### config.mk
export PLATFORM = sky130hd
export DESIGN_NAME = opmc_top
export DESIGN_NICKNAME = d
export VERILOG_FILES = /design/src/design/opmc_pkg.sv /design/src/design/opmc_top.sv /design/src/design/opmc_sync.sv /design/src/design/opmc_fifo.sv
export SDC_FILE = /design/constraint.sdc
export NUM_CORES = 1
export LEC_CHECK = 0
export BUFFER_PORTS_ARGS = -buffer_cell sky130_fd_sc_hd__buf_2
export CAP_MARGIN = 20
export CORE_MARGIN = 4
export CORE_UTILIZATION = 57
export DETAILED_ROUTE_END_ITERATION = 6
export PLACE_DENSITY = 0.79
export SLEW_MARGIN = 20
export SYNTH_ARGS = -nofsm -noshare
export SYNTH_HDL_FRONTEND = slang
export SYNTH_SLANG_ARGS = --single-unit
### constraint.sdc
create_clock -name mclk_i -period 4.9 [get_ports mclk_i]
set_input_delay 0.98 -clock mclk_i [delete_from_list [all_inputs] [get_ports mclk_i]]
set_output_delay 0.98 -clock mclk_i [all_outputs]
set_load 0.1 [all_outputs]
### src/design/opmc_pkg.sv
package opmc_pkg;

  // register port types
  typedef logic [7:0]  opmc_addr_t;
  typedef logic [15:0] opmc_word_t;
  typedef logic [3:0]  opmc_nib_t;

  // register addresses
  localparam opmc_addr_t OPMC_ADDR_POWER     = 8'h42;
  localparam opmc_addr_t OPMC_ADDR_FRONTEND  = 8'h43;
  localparam opmc_addr_t OPMC_ADDR_INTERVAL  = 8'h44;
  localparam opmc_addr_t OPMC_ADDR_OPER      = 8'h45;

  // values after reset
  localparam opmc_word_t OPMC_RST_POWER      = 16'h4000;
  localparam opmc_word_t OPMC_RST_FRONTEND   = 16'h0000;
  localparam opmc_word_t OPMC_RST_INTERVAL   = 16'h0000;
  localparam opmc_word_t OPMC_RST_OPER       = 16'h0000;

  // implemented bits, reserved bits read as zero
  localparam opmc_word_t OPMC_MASK_POWER     = 16'hFFFF;
  localparam opmc_word_t OPMC_MASK_FRONTEND  = 16'h000F;
  localparam opmc_word_t OPMC_MASK_INTERVAL  = 16'hFFFF;
  localparam opmc_word_t OPMC_MASK_OPER      = 16'h07FF;

  // field positions
  localparam int OPMC_REF_LSB      = 0;
  localparam int OPMC_WARMUP_LSB   = 8;
  localparam int OPMC_DIGITAL_LSB  = 12;
  localparam int OPMC_RUN_LSB      = 0;
  localparam int OPMC_SEL_LSB      = 0;
  localparam int OPMC_FMT_LSB      = 4;
  localparam int OPMC_GUARD_BIT    = 8;
  localparam int OPMC_MARK_BIT     = 9;
  localparam int OPMC_PROMOTE_BIT  = 10;

  // operation selector codes
  localparam opmc_nib_t OPMC_SEL_STANDBY = 4'h0;
  localparam opmc_nib_t OPMC_SEL_PROX    = 4'h1;
  localparam opmc_nib_t OPMC_SEL_GEST    = 4'h2;
  localparam opmc_nib_t OPMC_SEL_SAMPLE  = 4'h3;
  localparam opmc_nib_t OPMC_SEL_IDLE    = 4'hF;

  // record format codes and record lengths in 16-bit words
  localparam opmc_nib_t  OPMC_FMT_INTENSITY = 4'h1;
  localparam opmc_nib_t  OPMC_FMT_POSITION  = 4'h3;
  localparam logic [1:0] OPMC_LEN_NONE      = 2'h0;
  localparam logic [1:0] OPMC_LEN_INTENSITY = 2'h1;
  localparam logic [1:0] OPMC_LEN_SAMPLE    = 2'h2;
  localparam logic [1:0] OPMC_LEN_POSITION  = 2'h3;

  // record writer states
  typedef enum logic [1:0]
  {
    OPMC_WR_IDLE = 2'b01,
    OPMC_WR_EMIT = 2'b10
  } opmc_wr_e;

endpackage

### src/design/opmc_top.sv
`timescale 1ns/1ns
module opmc_top #(
  parameter int FIFO_DEPTH = 8
)
(
  input  logic               mclk_i,
  input  logic               rst_n_i,
  input  logic               reg_wr_i,
  input  logic               reg_rd_i,
  input  opmc_pkg::opmc_addr_t reg_addr_i,
  input  opmc_pkg::opmc_word_t reg_wdata_i,
  output opmc_pkg::opmc_word_t reg_rdata_o,
  input  logic               seq_clk_i,
  input  logic               measure_start_i,
  input  logic               res_valid_i,
  output logic               res_ready_o,
  input  opmc_pkg::opmc_word_t res_x_i,
  input  opmc_pkg::opmc_word_t res_y_i,
  input  opmc_pkg::opmc_word_t res_i_i,
  input  logic               second_on_interrupt_i,
  output logic               fifo_rd_valid_o,
  input  logic               fifo_rd_ready_i,
  output opmc_pkg::opmc_word_t fifo_rd_data_o,
  output logic               record_dropped_o,
  output logic               standby_o,
  output logic               prox_mode_o,
  output logic               sample_mode_o,
  output logic               gesture_mode_o,
  output logic               idle_o,
  output logic               bandgap_core_on_o,
  output logic               blocks_on_o,
  output logic               frontend_active_o,
  output logic [7:0]         ref_startup_o,
  output opmc_pkg::opmc_nib_t  fast_osc_warmup_o,
  output opmc_pkg::opmc_nib_t  digital_time_o,
  output opmc_pkg::opmc_word_t sampling_interval_o
);
  import opmc_pkg::*;

  localparam int FW = $clog2(FIFO_DEPTH+1);

  // the longest record must fit into an empty fifo
  if (FIFO_DEPTH < 4)
  begin : g_bad_fifo
    $error("opmc_top fifo depth must hold one whole record");
  end

  opmc_word_t power_q;
  opmc_word_t frontend_q;
  opmc_word_t interval_q;
  opmc_word_t oper_q;
  opmc_nib_t  sel;
  opmc_nib_t  fmt;
  logic       guard;
  logic       marker;
  logic       promote_en;
  opmc_wr_e   wr_state_q;
  opmc_word_t rec_q [3];
  logic [1:0] len_q;
  logic [1:0] idx_q;
  logic [1:0] rec_len;
  logic       accept;
  logic       fits;
  logic       wr_valid;
  logic       wr_ready;
  logic       wr_fire;
  opmc_word_t wr_data;
  logic [FW-1:0] fifo_free;
  logic       pend_q;
  logic       promote_now;
  logic       seq_s;
  logic       seq_prev_q;
  logic       seq_rise;
  opmc_nib_t  run_cnt_q;

  // register fields
  assign sel        = oper_q[OPMC_SEL_LSB +: 4];
  assign fmt        = oper_q[OPMC_FMT_LSB +: 4];
  assign guard      = oper_q[OPMC_GUARD_BIT];
  assign marker     = oper_q[OPMC_MARK_BIT];
  assign promote_en = oper_q[OPMC_PROMOTE_BIT];

  assign ref_startup_o       = power_q[OPMC_REF_LSB +: 8];
  assign fast_osc_warmup_o   = power_q[OPMC_WARMUP_LSB +: 4];
  assign digital_time_o      = power_q[OPMC_DIGITAL_LSB +: 4];
  assign sampling_interval_o = interval_q;

  // timing registers; reserved bits are kept at zero
  always_ff @(posedge mclk_i)
  begin
    if (!rst_n_i)
    begin
      power_q    <= OPMC_RST_POWER;
      frontend_q <= OPMC_RST_FRONTEND;
      interval_q <= OPMC_RST_INTERVAL;
    end
    else if (reg_wr_i)
    begin
      if (reg_addr_i == OPMC_ADDR_POWER)
        power_q <= reg_wdata_i & OPMC_MASK_POWER;
      if (reg_addr_i == OPMC_ADDR_FRONTEND)
        frontend_q <= reg_wdata_i & OPMC_MASK_FRONTEND;
      if (reg_addr_i == OPMC_ADDR_INTERVAL)
        interval_q <= reg_wdata_i & OPMC_MASK_INTERVAL;
    end
  end

  // operation register; a promotion wins over the selector field of a host write
  always_ff @(posedge mclk_i)
  begin
    if (!rst_n_i)
      oper_q <= OPMC_RST_OPER;
    else
    begin
      if (reg_wr_i && reg_addr_i == OPMC_ADDR_OPER)
        oper_q <= reg_wdata_i & OPMC_MASK_OPER;
      if (promote_now)
        oper_q[OPMC_SEL_LSB +: 4] <= OPMC_SEL_SAMPLE;
    end
  end

  // read data, unmapped addresses read zero
  always_ff @(posedge mclk_i)
  begin
    if (!rst_n_i)
      reg_rdata_o <= '0;
    else if (reg_rd_i)
    begin
      unique case (reg_addr_i)
        OPMC_ADDR_POWER:    reg_rdata_o <= power_q;
        OPMC_ADDR_FRONTEND: reg_rdata_o <= frontend_q;
        OPMC_ADDR_INTERVAL: reg_rdata_o <= interval_q;
        OPMC_ADDR_OPER:     reg_rdata_o <= oper_q;
        default:            reg_rdata_o <= '0;
      endcase
    end
  end

  // mode decode into power and mode outputs
  always_ff @(posedge mclk_i)
  begin
    if (!rst_n_i)
    begin
      standby_o         <= 1'b1;
      prox_mode_o       <= 1'b0;
      sample_mode_o     <= 1'b0;
      gesture_mode_o    <= 1'b0;
      idle_o            <= 1'b0;
      bandgap_core_on_o <= 1'b0;
      blocks_on_o       <= 1'b0;
    end
    else
    begin
      standby_o         <= (sel == OPMC_SEL_STANDBY);
      prox_mode_o       <= (sel == OPMC_SEL_PROX);
      sample_mode_o     <= (sel == OPMC_SEL_SAMPLE);
      gesture_mode_o    <= (sel == OPMC_SEL_GEST);
      idle_o            <= (sel == OPMC_SEL_IDLE);
      bandgap_core_on_o <= (sel != OPMC_SEL_STANDBY);
      blocks_on_o       <= (sel == OPMC_SEL_PROX) || (sel == OPMC_SEL_SAMPLE)
                           || (sel == OPMC_SEL_GEST);
    end
  end

  // record length from selector and format
  always_comb
  begin
    rec_len = OPMC_LEN_NONE;
    unique case (sel)
      OPMC_SEL_PROX:
      begin
        if (fmt == OPMC_FMT_INTENSITY)
          rec_len = OPMC_LEN_INTENSITY;
        else if (fmt == OPMC_FMT_POSITION)
          rec_len = OPMC_LEN_POSITION;
      end
      OPMC_SEL_SAMPLE, OPMC_SEL_GEST:
        rec_len = OPMC_LEN_SAMPLE;
      default:
        rec_len = OPMC_LEN_NONE;
    endcase
  end

  // record acceptance and space check
  assign res_ready_o = (wr_state_q == OPMC_WR_IDLE);
  assign accept      = res_valid_i && res_ready_o;
  assign fits        = !guard || (fifo_free >= FW'(rec_len));

  // record writer
  always_ff @(posedge mclk_i)
  begin
    if (!rst_n_i)
    begin
      wr_state_q       <= OPMC_WR_IDLE;
      len_q            <= '0;
      idx_q            <= '0;
      record_dropped_o <= 1'b0;
      rec_q[0]         <= '0;
      rec_q[1]         <= '0;
      rec_q[2]         <= '0;
    end
    else
    begin
      record_dropped_o <= 1'b0;
      unique case (wr_state_q)
        OPMC_WR_IDLE:
        begin
          if (accept && rec_len != OPMC_LEN_NONE)
          begin
            if (fits)
            begin
              wr_state_q <= OPMC_WR_EMIT;
              len_q      <= rec_len;
              idx_q      <= '0;
              rec_q[0]   <= (rec_len == OPMC_LEN_INTENSITY) ? res_i_i : res_x_i;
              rec_q[1]   <= res_y_i;
              rec_q[2]   <= res_i_i;
            end
            else
              record_dropped_o <= 1'b1;
          end
        end
        OPMC_WR_EMIT:
        begin
          if (wr_fire)
          begin
            idx_q <= idx_q + 2'h1;
            if (idx_q == len_q - 2'h1)
              wr_state_q <= OPMC_WR_IDLE;
          end
        end
      endcase
    end
  end

  // fifo word with optional record start marker
  assign wr_valid = (wr_state_q == OPMC_WR_EMIT);
  assign wr_fire  = wr_valid && wr_ready;
  always_comb
  begin
    wr_data = rec_q[idx_q];
    if (marker)
      wr_data[0] = (idx_q == 2'h0);
  end

  opmc_fifo #(
    .WIDTH (16),
    .DEPTH (FIFO_DEPTH)
  ) u_fifo (
    .mclk_i      (mclk_i),
    .rst_n_i     (rst_n_i),
    .in_valid_i  (wr_valid),
    .in_ready_o  (wr_ready),
    .in_data_i   (wr_data),
    .out_valid_o (fifo_rd_valid_o),
    .out_ready_i (fifo_rd_ready_i),
    .out_data_o  (fifo_rd_data_o),
    .free_o      (fifo_free)
  );

  // pending promotion; a new interrupt wins over the clear
  assign promote_now = pend_q && (wr_state_q == OPMC_WR_IDLE);
  always_ff @(posedge mclk_i)
  begin
    if (!rst_n_i)
      pend_q <= 1'b0;
    else if (sel == OPMC_SEL_PROX && promote_en && second_on_interrupt_i)
      pend_q <= 1'b1;
    else if (promote_now || sel != OPMC_SEL_PROX || !promote_en)
      pend_q <= 1'b0;
  end

  // sequencing clock edge detect
  opmc_sync u_seq_sync (
    .mclk_i  (mclk_i),
    .rst_n_i (rst_n_i),
    .async_i (seq_clk_i),
    .sync_o  (seq_s)
  );
  always_ff @(posedge mclk_i)
  begin
    if (!rst_n_i)
      seq_prev_q <= 1'b0;
    else
      seq_prev_q <= seq_s;
  end
  assign seq_rise = seq_s && !seq_prev_q;

  // front end run counter in sequencing clock periods
  always_ff @(posedge mclk_i)
  begin
    if (!rst_n_i)
      run_cnt_q <= '0;
    else if (measure_start_i && blocks_on_o)
      run_cnt_q <= frontend_q[OPMC_RUN_LSB +: 4];
    else if (seq_rise && run_cnt_q != 4'h0)
      run_cnt_q <= run_cnt_q - 4'h1;
  end
  assign frontend_active_o = (run_cnt_q != 4'h0);
endmodule

### src/design/opmc_sync.sv
`timescale 1ns/1ns
module opmc_sync
(
  input  logic mclk_i,
  input  logic rst_n_i,
  input  logic async_i,
  output logic sync_o
);

  logic meta_q;

  // two-stage synchroniser, first stage read only by the second
  always_ff @(posedge mclk_i)
  begin
    if (!rst_n_i)
    begin
      meta_q <= 1'b0;
      sync_o <= 1'b0;
    end
    else
    begin
      meta_q <= async_i;
      sync_o <= meta_q;
    end
  end

endmodule

### src/design/opmc_fifo.sv
`timescale 1ns/1ns
module opmc_fifo #(
  parameter int WIDTH = 16,
  parameter int DEPTH = 8
)
(
  input  logic                       mclk_i,
  input  logic                       rst_n_i,
  input  logic                       in_valid_i,
  output logic                       in_ready_o,
  input  logic [WIDTH-1:0]           in_data_i,
  output logic                       out_valid_o,
  input  logic                       out_ready_i,
  output logic [WIDTH-1:0]           out_data_o,
  output logic [$clog2(DEPTH+1)-1:0] free_o
);

  localparam int AW = $clog2(DEPTH);
  localparam int CW = $clog2(DEPTH+1);

  // depth must be a power of two of at least two
  if (DEPTH < 2 || (1 << AW) != DEPTH)
  begin : g_bad_depth
    $error("opmc_fifo depth must be a power of two, at least 2");
  end

  logic [WIDTH-1:0] mem_q [DEPTH];
  logic [AW-1:0]    wptr_q;
  logic [AW-1:0]    rptr_q;
  logic [CW-1:0]    count_q;
  logic             push;
  logic             load_out;
  logic [CW-1:0]    held;

  // handshakes; held words include the output register, so depth is the true capacity
  assign held        = count_q + CW'(out_valid_o);
  assign in_ready_o  = (held != CW'(DEPTH));
  assign push        = in_valid_i && in_ready_o;
  assign load_out    = (count_q != '0) && (!out_valid_o || out_ready_i);
  assign free_o      = CW'(DEPTH) - held;

  // storage array
  always_ff @(posedge mclk_i)
  begin
    if (push)
      mem_q[wptr_q] <= in_data_i;
  end

  // pointers and fill level
  always_ff @(posedge mclk_i)
  begin
    if (!rst_n_i)
    begin
      wptr_q  <= '0;
      rptr_q  <= '0;
      count_q <= '0;
    end
    else
    begin
      if (push)
        wptr_q <= wptr_q + AW'(1);
      if (load_out)
        rptr_q <= rptr_q + AW'(1);
      count_q <= count_q + CW'(push) - CW'(load_out);
    end
  end

  // registered read data
  always_ff @(posedge mclk_i)
  begin
    if (!rst_n_i)
    begin
      out_valid_o <= 1'b0;
      out_data_o  <= '0;
    end
    else if (load_out)
    begin
      out_valid_o <= 1'b1;
      out_data_o  <= mem_q[rptr_q];
    end
    else if (out_ready_i)
      out_valid_o <= 1'b0;
  end

endmodule

Word level (Yosys, flattened, before mapping)
Memories as Yosys holds them, arrays and structs flattened. A register that Yosys moved wholly into a read port is not among the register bits.
Index checks and enable logic that the tools add are counted.
{"block": "totals", "ff_bits": 96, "ramBits": 176, "input_bits": 81, "output_inout_bits": 75, "mem_count": 2}
{"name": "u_fifo.mem_q", "words": 8, "width": 16, "read_ports": 1, "rd_ports_with_merged_regs": 1, "write_ports": 1, "line_no": "opmc_fifo.sv:27", "rtl": "logic [WIDTH-1:0] mem_q [DEPTH];"}
{"name": "rec_q", "words": 3, "width": 16, "read_ports": 1, "rd_ports_with_merged_regs": 1, "write_ports": 3, "line_no": "opmc_top.sv:58", "rtl": "opmc_word_t rec_q [3];"}
{"block": "classes", "addsub": 9, "magnitude_cmp": 1, "eq_ne": 20, "mux": 37, "n_bitwise": 4, "n_reduce_logical": 41}
{"op": "16-bit 2-to-1 mux", "count": 4}
{"op": "16-bit case mux with 4 select lines", "count": 1}
{"op": "8-bit by 7-bit == test with 1-bit output (second input constant)", "count": 4}
{"op": "2-bit 2-to-1 mux", "count": 13}
{"op": "1-bit 2-to-1 mux", "count": 14}
{"op": "4-bit by 2-bit == test with 1-bit output (second input constant)", "count": 3}
{"op": "2-bit case mux with 2 select lines", "count": 3}
{"op": "4-bit nonzero test", "count": 3}
{"op": "1-bit logical AND", "count": 11}
{"op": "2-bit nonzero test", "count": 5}
{"op": "3-bit AND reduction", "count": 3}
{"op": "4-bit by 1-bit adder with 4-bit output", "count": 2}
{"op": "4-bit by 1-bit == test with 1-bit output (second input constant)", "count": 2}
{"op": "4-bit 2-to-1 mux", "count": 2}
{"op": "3-bit by 1-bit adder with 3-bit output (second input constant)", "count": 2}
{"op": "1-bit logical OR", "count": 6}
{"op": "2-bit AND reduction", "count": 3}
{"op": "1-bit logical NOT", "count": 5}
{"op": "2-bit by 1-bit == test with 1-bit output (second input constant)", "count": 2}
{"op": "4-bit == test (second input constant)", "count": 1}
{"op": "4-bit by 2-bit >= comparator with 1-bit output", "count": 1}
{"op": "4-bit logical NOT", "count": 1}
{"op": "2-bit by 1-bit != test with 1-bit output (second input constant)", "count": 2}
{"op": "2-bit != test (second input constant)", "count": 2}
{"op": "other kinds (14)", "count": 17}

Longest topological paths before layout
Gate-level depths: netlist (run 1).
{"block": "depth", "ltp_word": 12, "mapped_depth": 12, "depth_no_buf": 12}

Cells and area by module
A second synthesis (run 1) with hierarchy kept.
{"block": "unflattened", "cells_unflattened": 917, "hier_area_um2": 12054.1}
{"mod": "opmc_fifo", "instances": 1, "cells_per_inst": 360, "area_per_inst_um2": 6158.4, "seq_area_each_um2": 4384.2}
{"mod": "opmc_top", "instances": 1, "cells_per_inst": 553, "area_per_inst_um2": 5843.1, "seq_area_each_um2": 3143.0}
{"mod": "opmc_sync", "instances": 1, "cells_per_inst": 4, "area_per_inst_um2": 52.6, "seq_area_each_um2": 40.0}

Worst setup path after synthesis (run 1)
No wires, ideal clock.
{"block": "synth_path", "path_kind": "register to register", "startpoint": "register u_fifo.out_valid_o", "endpoint": "memory rec_q[0][0] in the netlist's numbering (enable)", "setup_ps": 463, "t_arrival_ps": 4547, "required_time_ps": 4437, "slack_ps": -110, "path_stages_with_launch": 9, "n_path_buf": 0, "synth_period_minus_slack_ps": 5010, "path_cell_list": "dfxtp_1 > ha_1 > ha_1 > inv_1 > ha_1 > ha_1 > a21oi_1 > o31a_2 > o21ai_1"}
{"item": "start, declared", "line_no": "opmc_fifo.sv:12", "rtl": "output logic out_valid_o,"}
{"item": "start signal, assigned", "line_no": "opmc_fifo.sv:73", "rtl": "out_valid_o <= 1'b0;"}
{"item": "start signal, assigned", "line_no": "opmc_fifo.sv:78", "rtl": "out_valid_o <= 1'b1;"}
{"item": "start signal, assigned", "line_no": "opmc_fifo.sv:82", "rtl": "out_valid_o <= 1'b0;"}
{"item": "end, declared", "line_no": "opmc_top.sv:58"}

Worst setup path in the final report (run 1)
{"block": "layout_path", "startpoint": "register u_fifo.out_valid_o", "endpoint": "memory u_fifo.mem_q[6][6] (enable)"}
{"block": "layout_between", "elab_chain_cells": 5}
{"item": "4-bit by 1-bit adder with 4-bit output", "line_no": "opmc_fifo.sv:36", "rtl": "assign held = count_q + CW'(out_valid_o);"}
{"item": "4-bit != test", "line_no": "opmc_fifo.sv:37", "rtl": "assign in_ready_o = (held != CW'(DEPTH));"}
{"item": "1-bit logical AND", "line_no": "opmc_fifo.sv:38", "rtl": "assign push = in_valid_i && in_ready_o;"}
{"item": "via u_fifo.push", "line_no": "opmc_fifo.sv:31", "rtl": "logic push;"}
{"item": "1-bit 2-to-1 mux", "line_no": "opmc_fifo.sv:45", "rtl": "if (push)"}
{"item": "1-bit 2-to-1 mux (implied by the code)", "line_no": "opmc_fifo.sv:46", "rtl": "mem_q[wptr_q] <= in_data_i;"}
{"item": "end, declared", "line_no": "opmc_fifo.sv:27"}
The timed path passes the listed nets, and every way through them passes these cells.

==> results of run 1 <==
metal layers:
layer	track usage, %	up-vias
li1	-	3679
met1	30.3	3731
met2	34.3	274
met3	3.98	52
met4	5.35	0
met5	0	-
per-stage QoR:
step	cell area, um^2	instances
6_report	13900	1361
3_3_place_gp	12800	1308
4_1_cts	13900	1361
5_1_grt	13900	1361
2_1_floorplan	11900	927
3_5_place_dp	12900	1309
logic make-up after synthesis:
kind of cell,Yosys count
adders and majority gates,16
DFF,290
and+or+nand+nor,276
buffers and inverters,75
AOI/OAI and AO/OA,173
muxes,85
xor gates and xnor gates,12
cells in the final DEF (no fill, tap or decap), types with 4 or more instances in the layout:
| cell | synthesis | final |
|---|---|---|
| edfxtp_1 | 176 | 176 |
| buf_2 | 12 | 155 |
| nand2_1 | 113 | 113 |
| dfxtp_1 | 114 | 112 |
| nor2_1 | 74 | 74 |
| a21oi_1 | 62 | 61 |
| mux2i_1 | 52 | 52 |
| and2_1 | 36 | 36 |
| o21ai_0 | 37 | 35 |
| mux4_2 | 32 | 32 |
| clkbuf_16 | 0 | 29 |
| a211oi_1 | 23 | 23 |
| a22oi_1 | 23 | 23 |
| inv_1 | 19 | 18 |
| ha_1 | 15 | 15 |
| buf_4 | 6 | 13 |
| nand3_1 | 12 | 12 |
| nand2b_1 | 9 | 9 |
| clkinv_2 | 0 | 9 |
| bufinv_16 | 0 | 7 |
| xnor2_1 | 6 | 6 |
| xor2_1 | 6 | 6 |
| o211ai_1 | 5 | 5 |
| a2bb2oi_1 | 5 | 5 |
| a221oi_1 | 4 | 4 |
where the power goes:
part           internal, mW  leakage, nW  total [mW]  switching, mW
clock                  1.46        0.504        2.36          0.905
combinational         0.477         1.91        1.44          0.961
sequential             2.69         2.58        2.81          0.117
total                  4.63         5.00        6.61           1.98
worst max-delay path by stage:
| stage | end | startpoint | cells past startpoint | slack [ns] |
|---|---|---|---|---|
| floorplan | u_fifo.mem_q[0][0]$_DFFE_PP_ | u_fifo.out_valid_o$_SDFFE_PN0P_ | 7 | 0.78 |
| global placement | u_fifo.mem_q[6][8]$_DFFE_PP_ | u_fifo.out_valid_o$_SDFFE_PN0P_ | 9 | 1.55 |
| detailed placement | oper_q[1]$_SDFFE_PN0P_ | reg_addr_i[3] | 6 | 1.69 |
| CTS | u_fifo.mem_q[2][1]$_DFFE_PP_ | u_fifo.out_valid_o$_SDFFE_PN0P_ | 8 | 1.67 |
| global route | u_fifo.mem_q[6][15]$_DFFE_PP_ | u_fifo.out_valid_o$_SDFFE_PN0P_ | 10 | 1.48 |
| finish | u_fifo.mem_q[6][6]$_DFFE_PP_ | u_fifo.out_valid_o$_SDFFE_PN0P_ | 10 | 1.72 |
layout make-up:
class	count	share of cell area (%)
Tap cell	270	2.43
Clock inverter	20	2.00
Clock buffer	32	5.38
Multi-Input combinational cell	562	28.8
Inverter	19	0.514
Sequential cell	290	54.5
Timing Repair Buffer	168	6.29
flip-flops by register name, indices dropped and copies added, names as in the netlist, 2 cells and up, named ones only:
signal               count
reg_rdata_o             16
idx_q                    2
u_fifo.out_data_o       16
rec_q                   48
frontend_q               4
sampling_interval_o     16
oper_q                  11
u_fifo.mem_q           128
power_q                 16
run_cnt_q                4
u_fifo.count_q           4
u_fifo.rptr_q            3
u_fifo.wptr_q            3
len_q                    2
wr_state_q               2
worst max-delay path: stages, from the launching register on:
cell      delay [ns]
dfxtp_1         0.34
ha_1            0.24
ha_1            0.32
inv_1           0.05
ha_1            0.23
o211ai_1        0.20
nand2_1         0.35
inv_1           0.22
nand2_1         0.14
nor2_1          0.48
buf_4           0.29
==> insert_results.sql, run 1 <==
INSERT INTO impl_metrics (metric_group, metric, value, unit) VALUES
('timing', 'grt_setup_unrepaired', 'no', ''),
('global_routing', 'first_global_vias', '7641', ''),
('detailed_routing', 'wl_met1', '10700', 'um'),
('yosys', 'count_of_flip_flops_with_a_built_in_enable_after_synthesis', '176', ''),
('yosys', 'synthMuxAreaShare', '10.6', '%'),
('detailed_routing', 'routed-via-count', '7736', ''),
('timing', 'timing.final.max_slew_violations', '0', ''),
('power_and_ir_drop', 'power.density_cell_area', '476', 'nW/um^2'),
('detailed_routing', 'maxUsedRoutingLayer', 'met4', ''),
('yosys', 'ys_types', '57', ''),
('detailed_routing', 'met2_wirelength', '12100', 'um'),
('timing', 'fin_hold_ws', '0.436', 'ns'),
('layout', 'multiInputGateArea', '4000', 'um^2'),
('layout', 'area_growth_syn_to_layout', '17.0', '%'),
('detailed_routing', 'drt-pass1-iter-count', '5', ''),
('clock_network', 'cts-buffers-inserted', '28', ''),
('timing', 'timing.clock.skew', '0.0113', 'ns'),
('setup_path', 'regToRegStartpoint', 'u_fifo.out_valid_o$_SDFFE_PN0P_', ''),
('detailed_routing', 'drtAntennaViolNets', '0', ''),
('floorplan', 'fp-row-count', '52', ''),
('yosys', 'synth_flop_cell', 'edfxtp_1', ''),
('clock_network', 'tritoncts', 'yes', ''),
('placement', 'port_buffers', '155', ''),
('detailed_routing', 'finalWirelength', '25300', 'um'),
('layout', 'drive_above_1_share', '24.7', '%'),
('layout', 'fin_nets', '1166', ''),
('global_routing', 'grt_antenna_before_repair', '0', ''),
('setup_path', 'critPathLaunchType', 'flop', ''),
('layout', 'finish.utilization', '68.1', '%'),
('yosys', 'yosysTopAreaCell', 'edfxtp_1', ''),
('setup_path', 'path_class', 'flop to flop', ''),
('yosys', 'ys.warnings.count', '0', ''),
('yosys', 'syn-num-nets', '1024', ''),
('floorplan', 'start_util', '58.3', '%'),
('setup_path', 'worstPathMaxFanout', '10', ''),
('setup_path', 'worst-endpoint-arrival', '3.41', 'ns'),
('global_routing', 'grt_start_max_net_pins', '50', ''),
('floorplan', 'core', '20400', 'um^2'),
('detailed_routing', 'avgViaCountPerCell', '5.68', ''),
('yosys', 'synth-compound-area-share', '9.08', '%'),
('yosys', 'post_synthesis_cell_area', '11900', 'um^2'),
('worst_hold_path', 'worst_hold_path.num_cells', '1', ''),
('setup_path', 'timing.rr.end', 'u_fifo.mem_q[6][6]$_DFFE_PP_', ''),
('global_routing', 'grt_remaining_overflow', '0', ''),
('setup_path', 'worstSetupEndpointType', 'flop', ''),
('detailed_routing', 'drt-initial-drc-count', '573', ''),
('clock_network', 'cts_root_buf', 'clkbuf_16', ''),
('yosys', 'synth_simple_gate_area_share', '11.0', '%'),
('placement', 'globalplace.congestion', '0.848', ''),
('worst_hold_path', 'hold_path_class', 'flop to flop', ''),
('clock_network', 'cts_sinks', '290', ''),
('job', 'maximum_capacitance_violations', '0', ''),
('yosys', 'yosys-top-cells-area', 'edfxtp_1 45%, dfxtp_1 19%, mux4_2 6.1%', ''),
('clock_network', 'cts_hold_buffers_added', '0', ''),
('clock_network', 'path_clk_slew', '0.06', 'ns'),
('detailed_routing', 'drt_drc_violations_left', '0', ''),
('timing', 'timing.final.crit_period', '3.18', 'ns'),
('yosys', 'synth_common_cells', '176 x edfxtp_1, 114 x dfxtp_1, 113 x nand2_1', ''),
('setup_path', 'worstRegToRegCells', '10', ''),
('timing', 'setup_total_negative_slack', '0', 'ns'),
('clock_network', 'cts_buffer_depth', '3', ''),
('outcome', 'outcome', 'completed', ''),
('timing', 'report.final.setup_viol', '0', ''),
('clock_network', 'htree_levels', '1', ''),
('yosys', 'synth_area_per_cell', '12.8', 'um^2'),
('detailed_routing', 'wl_met3', '1890', 'um'),
('power_and_ir_drop', 'cellLeakagePower', '5.00', 'nW'),
('timing', 'timing.final.ws_setup', '1.72', 'ns'),
('yosys', 'ys_seq_area_share', '63.8', '%'),
('timing', 'tightest_slew', '1.12', 'ns'),
('setup_path', 'critical_path_required', '5.13', 'ns');
(Power assumes the default switching activity.)
==> run 2: changes to the inputs <==
Clock period 4.9 ns to 3 ns, I/O delays scaled along.
==> run 2 against run 1 <==
Worst setup slack got worse by 1.4 ns; clock skew increased by 0.011 ns; power increased by 60%; fmax increased by 19%; sequential power increased by 62%; sequential share of layout area decreased by 0.52 points; core utilization increased by 0.68 points; register-to-register slack got worse by 1.4 ns; final cell count increased by 1.8%.
==> insert_results.sql, run 2 (same netlist as run 1, synthesis figures left out) <==
INSERT INTO impl_metrics (metric_group, metric, value, unit) VALUES
('outcome', 'outcome', 'completed', ''),
('power_and_ir_drop', 'power.density_cell_area', '755', 'nW/um^2'),
('clock_network', 'htree_levels', '1', ''),
('detailed_routing', 'drtAntennaViolNets', '0', ''),
('clock_network', 'clock_latency_late_sink', '0.56', 'ns'),
('placement', 'globalplace.congestion', '0.880', ''),
('layout', 'area_growth_syn_to_layout', '18.2', '%'),
('global_routing', 'global_route_wire_length_before_repair', '42200', 'um'),
('setup_path', 'critical_path_required', '3.18', 'ns'),
('detailed_routing', 'wl_met3', '1600', 'um'),
('floorplan', 'chipWidth', '152', 'um'),
('timing', 'timing.final.max_slew_violations', '0', ''),
('clock_network', 'cts-buffers-inserted', '29', ''),
('power_and_ir_drop', 'power.clock.fraction', '32.8', '%'),
('clock_network', 'cts_sinks', '290', ''),
('layout', 'largest_register', 'u_fifo.mem_q', ''),
('global_routing', 'globalRouteTotalUtil', '22.4', '%'),
('setup_path', 'regToRegStartpoint', 'u_fifo.count_q[0]$_SDFF_PN0_', ''),
('power_and_ir_drop', 'power.combinational.fraction', '24.3', '%'),
('setup_path', 'path_common_cell', 'ha_4', ''),
('clock_network', 'tritoncts', 'yes', ''),
('floorplan', 'fp-row-count', '52', ''),
('detailed_routing', 'maxUsedRoutingLayer', 'met4', ''),
('floorplan', 'fp.dieH', '152', 'um'),
('setup_path', 'worstRegToRegCells', '9', ''),
('timing', 'timing.final.crit_period', '2.67', 'ns'),
('detailed_routing', 'avgRoutedWirePerCell', '19.0', 'um'),
('setup_path', 'critical_path.slowest_cell', 'buf_4', ''),
('clock_network', 'post_cts.repair.setup_buffers', '0', ''),
('power_and_ir_drop', 'switching_part_of_the_total', '31.6', '%'),
('setup_path', 'reg_to_reg_setup_timing_slack', '0.33', 'ns'),
('placement', 'port_buffers', '155', ''),
('setup_path', 'path_class', 'flop to flop', ''),
('layout', 'largest_register_ffs', '128', ''),
('setup_path', 'critPathLaunchType', 'flop', ''),
('clock_network', 'post_cts_resize_count', '0', ''),
('clock_network', 'path_clk_slew', '0.06', 'ns'),
('layout', 'fin_nets', '1190', ''),
('layout', 'mostFrequentLayoutCells', '176 x edfxtp_1, 155 x buf_2, 113 x nand2_1', ''),
('setup_path', 'timing.rr.end', 'rec_q[2][0]$_SDFFCE_PN0P_', ''),
('detailed_routing', 'avgViaCountPerCell', '5.69', ''),
('timing', 'tightest_slew', '1.07', 'ns'),
('detailed_routing', 'routed-via-count', '7888', ''),
('timing', 'timing.clock.skew', '0.0220', 'ns'),
('clock_network', 'cts_root_buf', 'clkbuf_16', ''),
('setup_path', 'cell_by_cell_trace_of_the_critical_path', 'ha_4, ha_4, inv_2, ha_4, o21ai_0, nor4b_1, o31a_2, o21ai_4, buf_4', ''),
('timing', 'setup_total_negative_slack', '0', 'ns'),
('floorplan', 'ioPinCount', '156', ''),
('timing', 'report.final.setup_viol', '0', ''),
('layout', 'fillCellCount', '1391', ''),
('detailed_routing', 'met2_wirelength', '13100', 'um'),
('floorplan', 'core', '20400', 'um^2'),
('timing', 'final_min_period_over_clock_period', '88.9', '%'),
('layout', 'reg_top3', 'u_fifo.mem_q (128), rec_q (48)', ''),
('layout', 'drive_above_1_share', '26.9', '%'),
('worst_hold_path', 'hold_path_end', 'u_seq_sync.meta_q$_SDFF_PN0_', ''),
('detailed_routing', 'drt-initial-drc-count', '536', ''),
('setup_path', 'timing.critical_path.slowest_cell_delay', '0.50', 'ns'),
('layout', 'finish.utilization', '68.8', '%'),
('timing', 'max_clock_freq', '0.375', 'GHz'),
('detailed_routing', 'finalWirelength', '26400', 'um'),
('timing', 'grt_setup_unrepaired', 'no', ''),
('floorplan', 'start_util', '58.3', '%'),
('setup_path', 'worstSetupEndpointType', 'flop', ''),
('worst_hold_path', 'hold_path_class', 'input port to flop', ''),
('detailed_routing', 'drt-pass1-iter-count', '5', ''),
('job', 'maximum_capacitance_violations', '0', ''),
('power_and_ir_drop', 'cellLeakagePower', '5.09', 'nW'),
('global_routing', 'first_global_vias', '8005', ''),
('layout', 'final_common_cell', 'edfxtp_1', ''),
('clock_network', 'cts_hold_buffers_added', '0', ''),
('timing', 'timing_hold_violations_final', '0', ''),
('global_routing', 'grt_start_max_net_pins', '65', ''),
('power_and_ir_drop', 'irDropWorstVdd', '553', 'uV'),
('timing', 'slew-limit-headroom', '28.0', '%'),
('worst_hold_path', 'worst_hold_path.num_cells', '2', ''),
('worst_hold_path', 'worstHoldStart', 'seq_clk_i', ''),
('detailed_routing', 'wl_met1', '10900', 'um'),
('power_and_ir_drop', 'net-switching-power', '3.34', 'mW'),
('placement', 'placement.cell_area', '13100', 'um^2'),
('setup_path', 'worst-endpoint-arrival', '2.84', 'ns'),
('detailed_routing', 'drt_drc_violations_left', '0', ''),
('placement', 'hpwl', '17400', 'um'),
('global_routing', 'grt_remaining_overflow', '0', ''),
('clock_network', 'cts_buffer_depth', '3', ''),
('power_and_ir_drop', 'internal_power', '7.24', 'mW'),
('floorplan', 'fp.dieArea', '23200', 'um^2'),
('layout', 'stdcell_area', '14000', 'um^2'),
('global_routing', 'grt_antenna_before_repair', '1', ''),
('setup_path', 'worstPathMaxFanout', '50', ''),
('power_and_ir_drop', 'power.sequential.fraction', '43.0', '%');
[run 2: cell type report]
type                    count  area [um^2]  area share [%]
flip-flops and latches    290         7570            54.0
multi-input cells         562         4040            28.8
repair buffers            191         1060            7.55
clock buffers              39          838            5.98
well taps                 270          338            2.41
clock inverters            14         93.8           0.669
inverters                  19         75.1           0.536
diodes                      1         2.50          0.0179
[run 2: critical path: cells and delay by family (launching register included)]
| family | cells | cell delay [ns] |
|---|---|---|
| compound gates | 3 | 0.67 |
| fa+ha+maj | 3 | 0.61 |
| buf+inv | 2 | 0.54 |
| flops | 1 | 0.35 |
| simple gates | 1 | 0.10 |
[run 2: worst max path at each step]
stage,slack (ns),depth (start not counted),to,startpoint
after global routing,0.18,9,rec_q[1][0]$_SDFFCE_PN0P_,u_fifo.count_q[0]$_SDFF_PN0_
after detailed placement,0.38,9,rec_q[0][9]$_SDFFCE_PN0P_,u_fifo.out_valid_o$_SDFFE_PN0P_
after CTS,0.34,9,rec_q[0][0]$_SDFFCE_PN0P_,u_fifo.count_q[0]$_SDFF_PN0_
final,0.33,9,rec_q[2][0]$_SDFFCE_PN0P_,u_fifo.count_q[0]$_SDFF_PN0_
after floorplan,0.03,8,rec_q[0][0]$_SDFFCE_PN0P_,u_fifo.out_valid_o$_SDFFE_PN0P_
after global placement,0.39,9,rec_q[0][10]$_SDFFCE_PN0P_,u_fifo.out_valid_o$_SDFFE_PN0P_
[run 2: power by group through the flow]
| stage | combinational [mW] | clock [mW] | sequential [mW] |
|---|---|---|---|
| 4_1_cts | 2.59 | 3.53 | 4.55 |
| 5_1_grt | 2.75 | 3.72 | 4.58 |
| 2_1_floorplan | 1.28 | 0 | 5.37 |
| 3_5_place_dp | 2.53 | 0 | 4.64 |
| 6_report | 2.57 | 3.47 | 4.55 |
| 3_3_place_gp | 2.48 | 0 | 4.63 |
[run 2: per-stage QoR]
step / hold WS, ns / cells / total power [mW] / worst slack, ns
after floorplan: 0.412 / 927 / 6.65 / 0.0304
after global placement: 0.415 / 1332 / 7.11 / 0.392
after detailed placement: 0.418 / 1332 / 7.17 / 0.380
after CTS: 0.261 / 1385 / 10.7 / 0.338
after global routing: 0.269 / 1386 / 11.0 / 0.178
final: 0.281 / 1386 / 10.6 / 0.334
[run 2: metal layers]
layer / GRT usage (%) / up-vias
met5: 0 / -
met4: 6.89 / 0
met3: 3.21 / 55
met2: 37.9 / 288
met1: 30.3 / 3808
li1: - / 3737
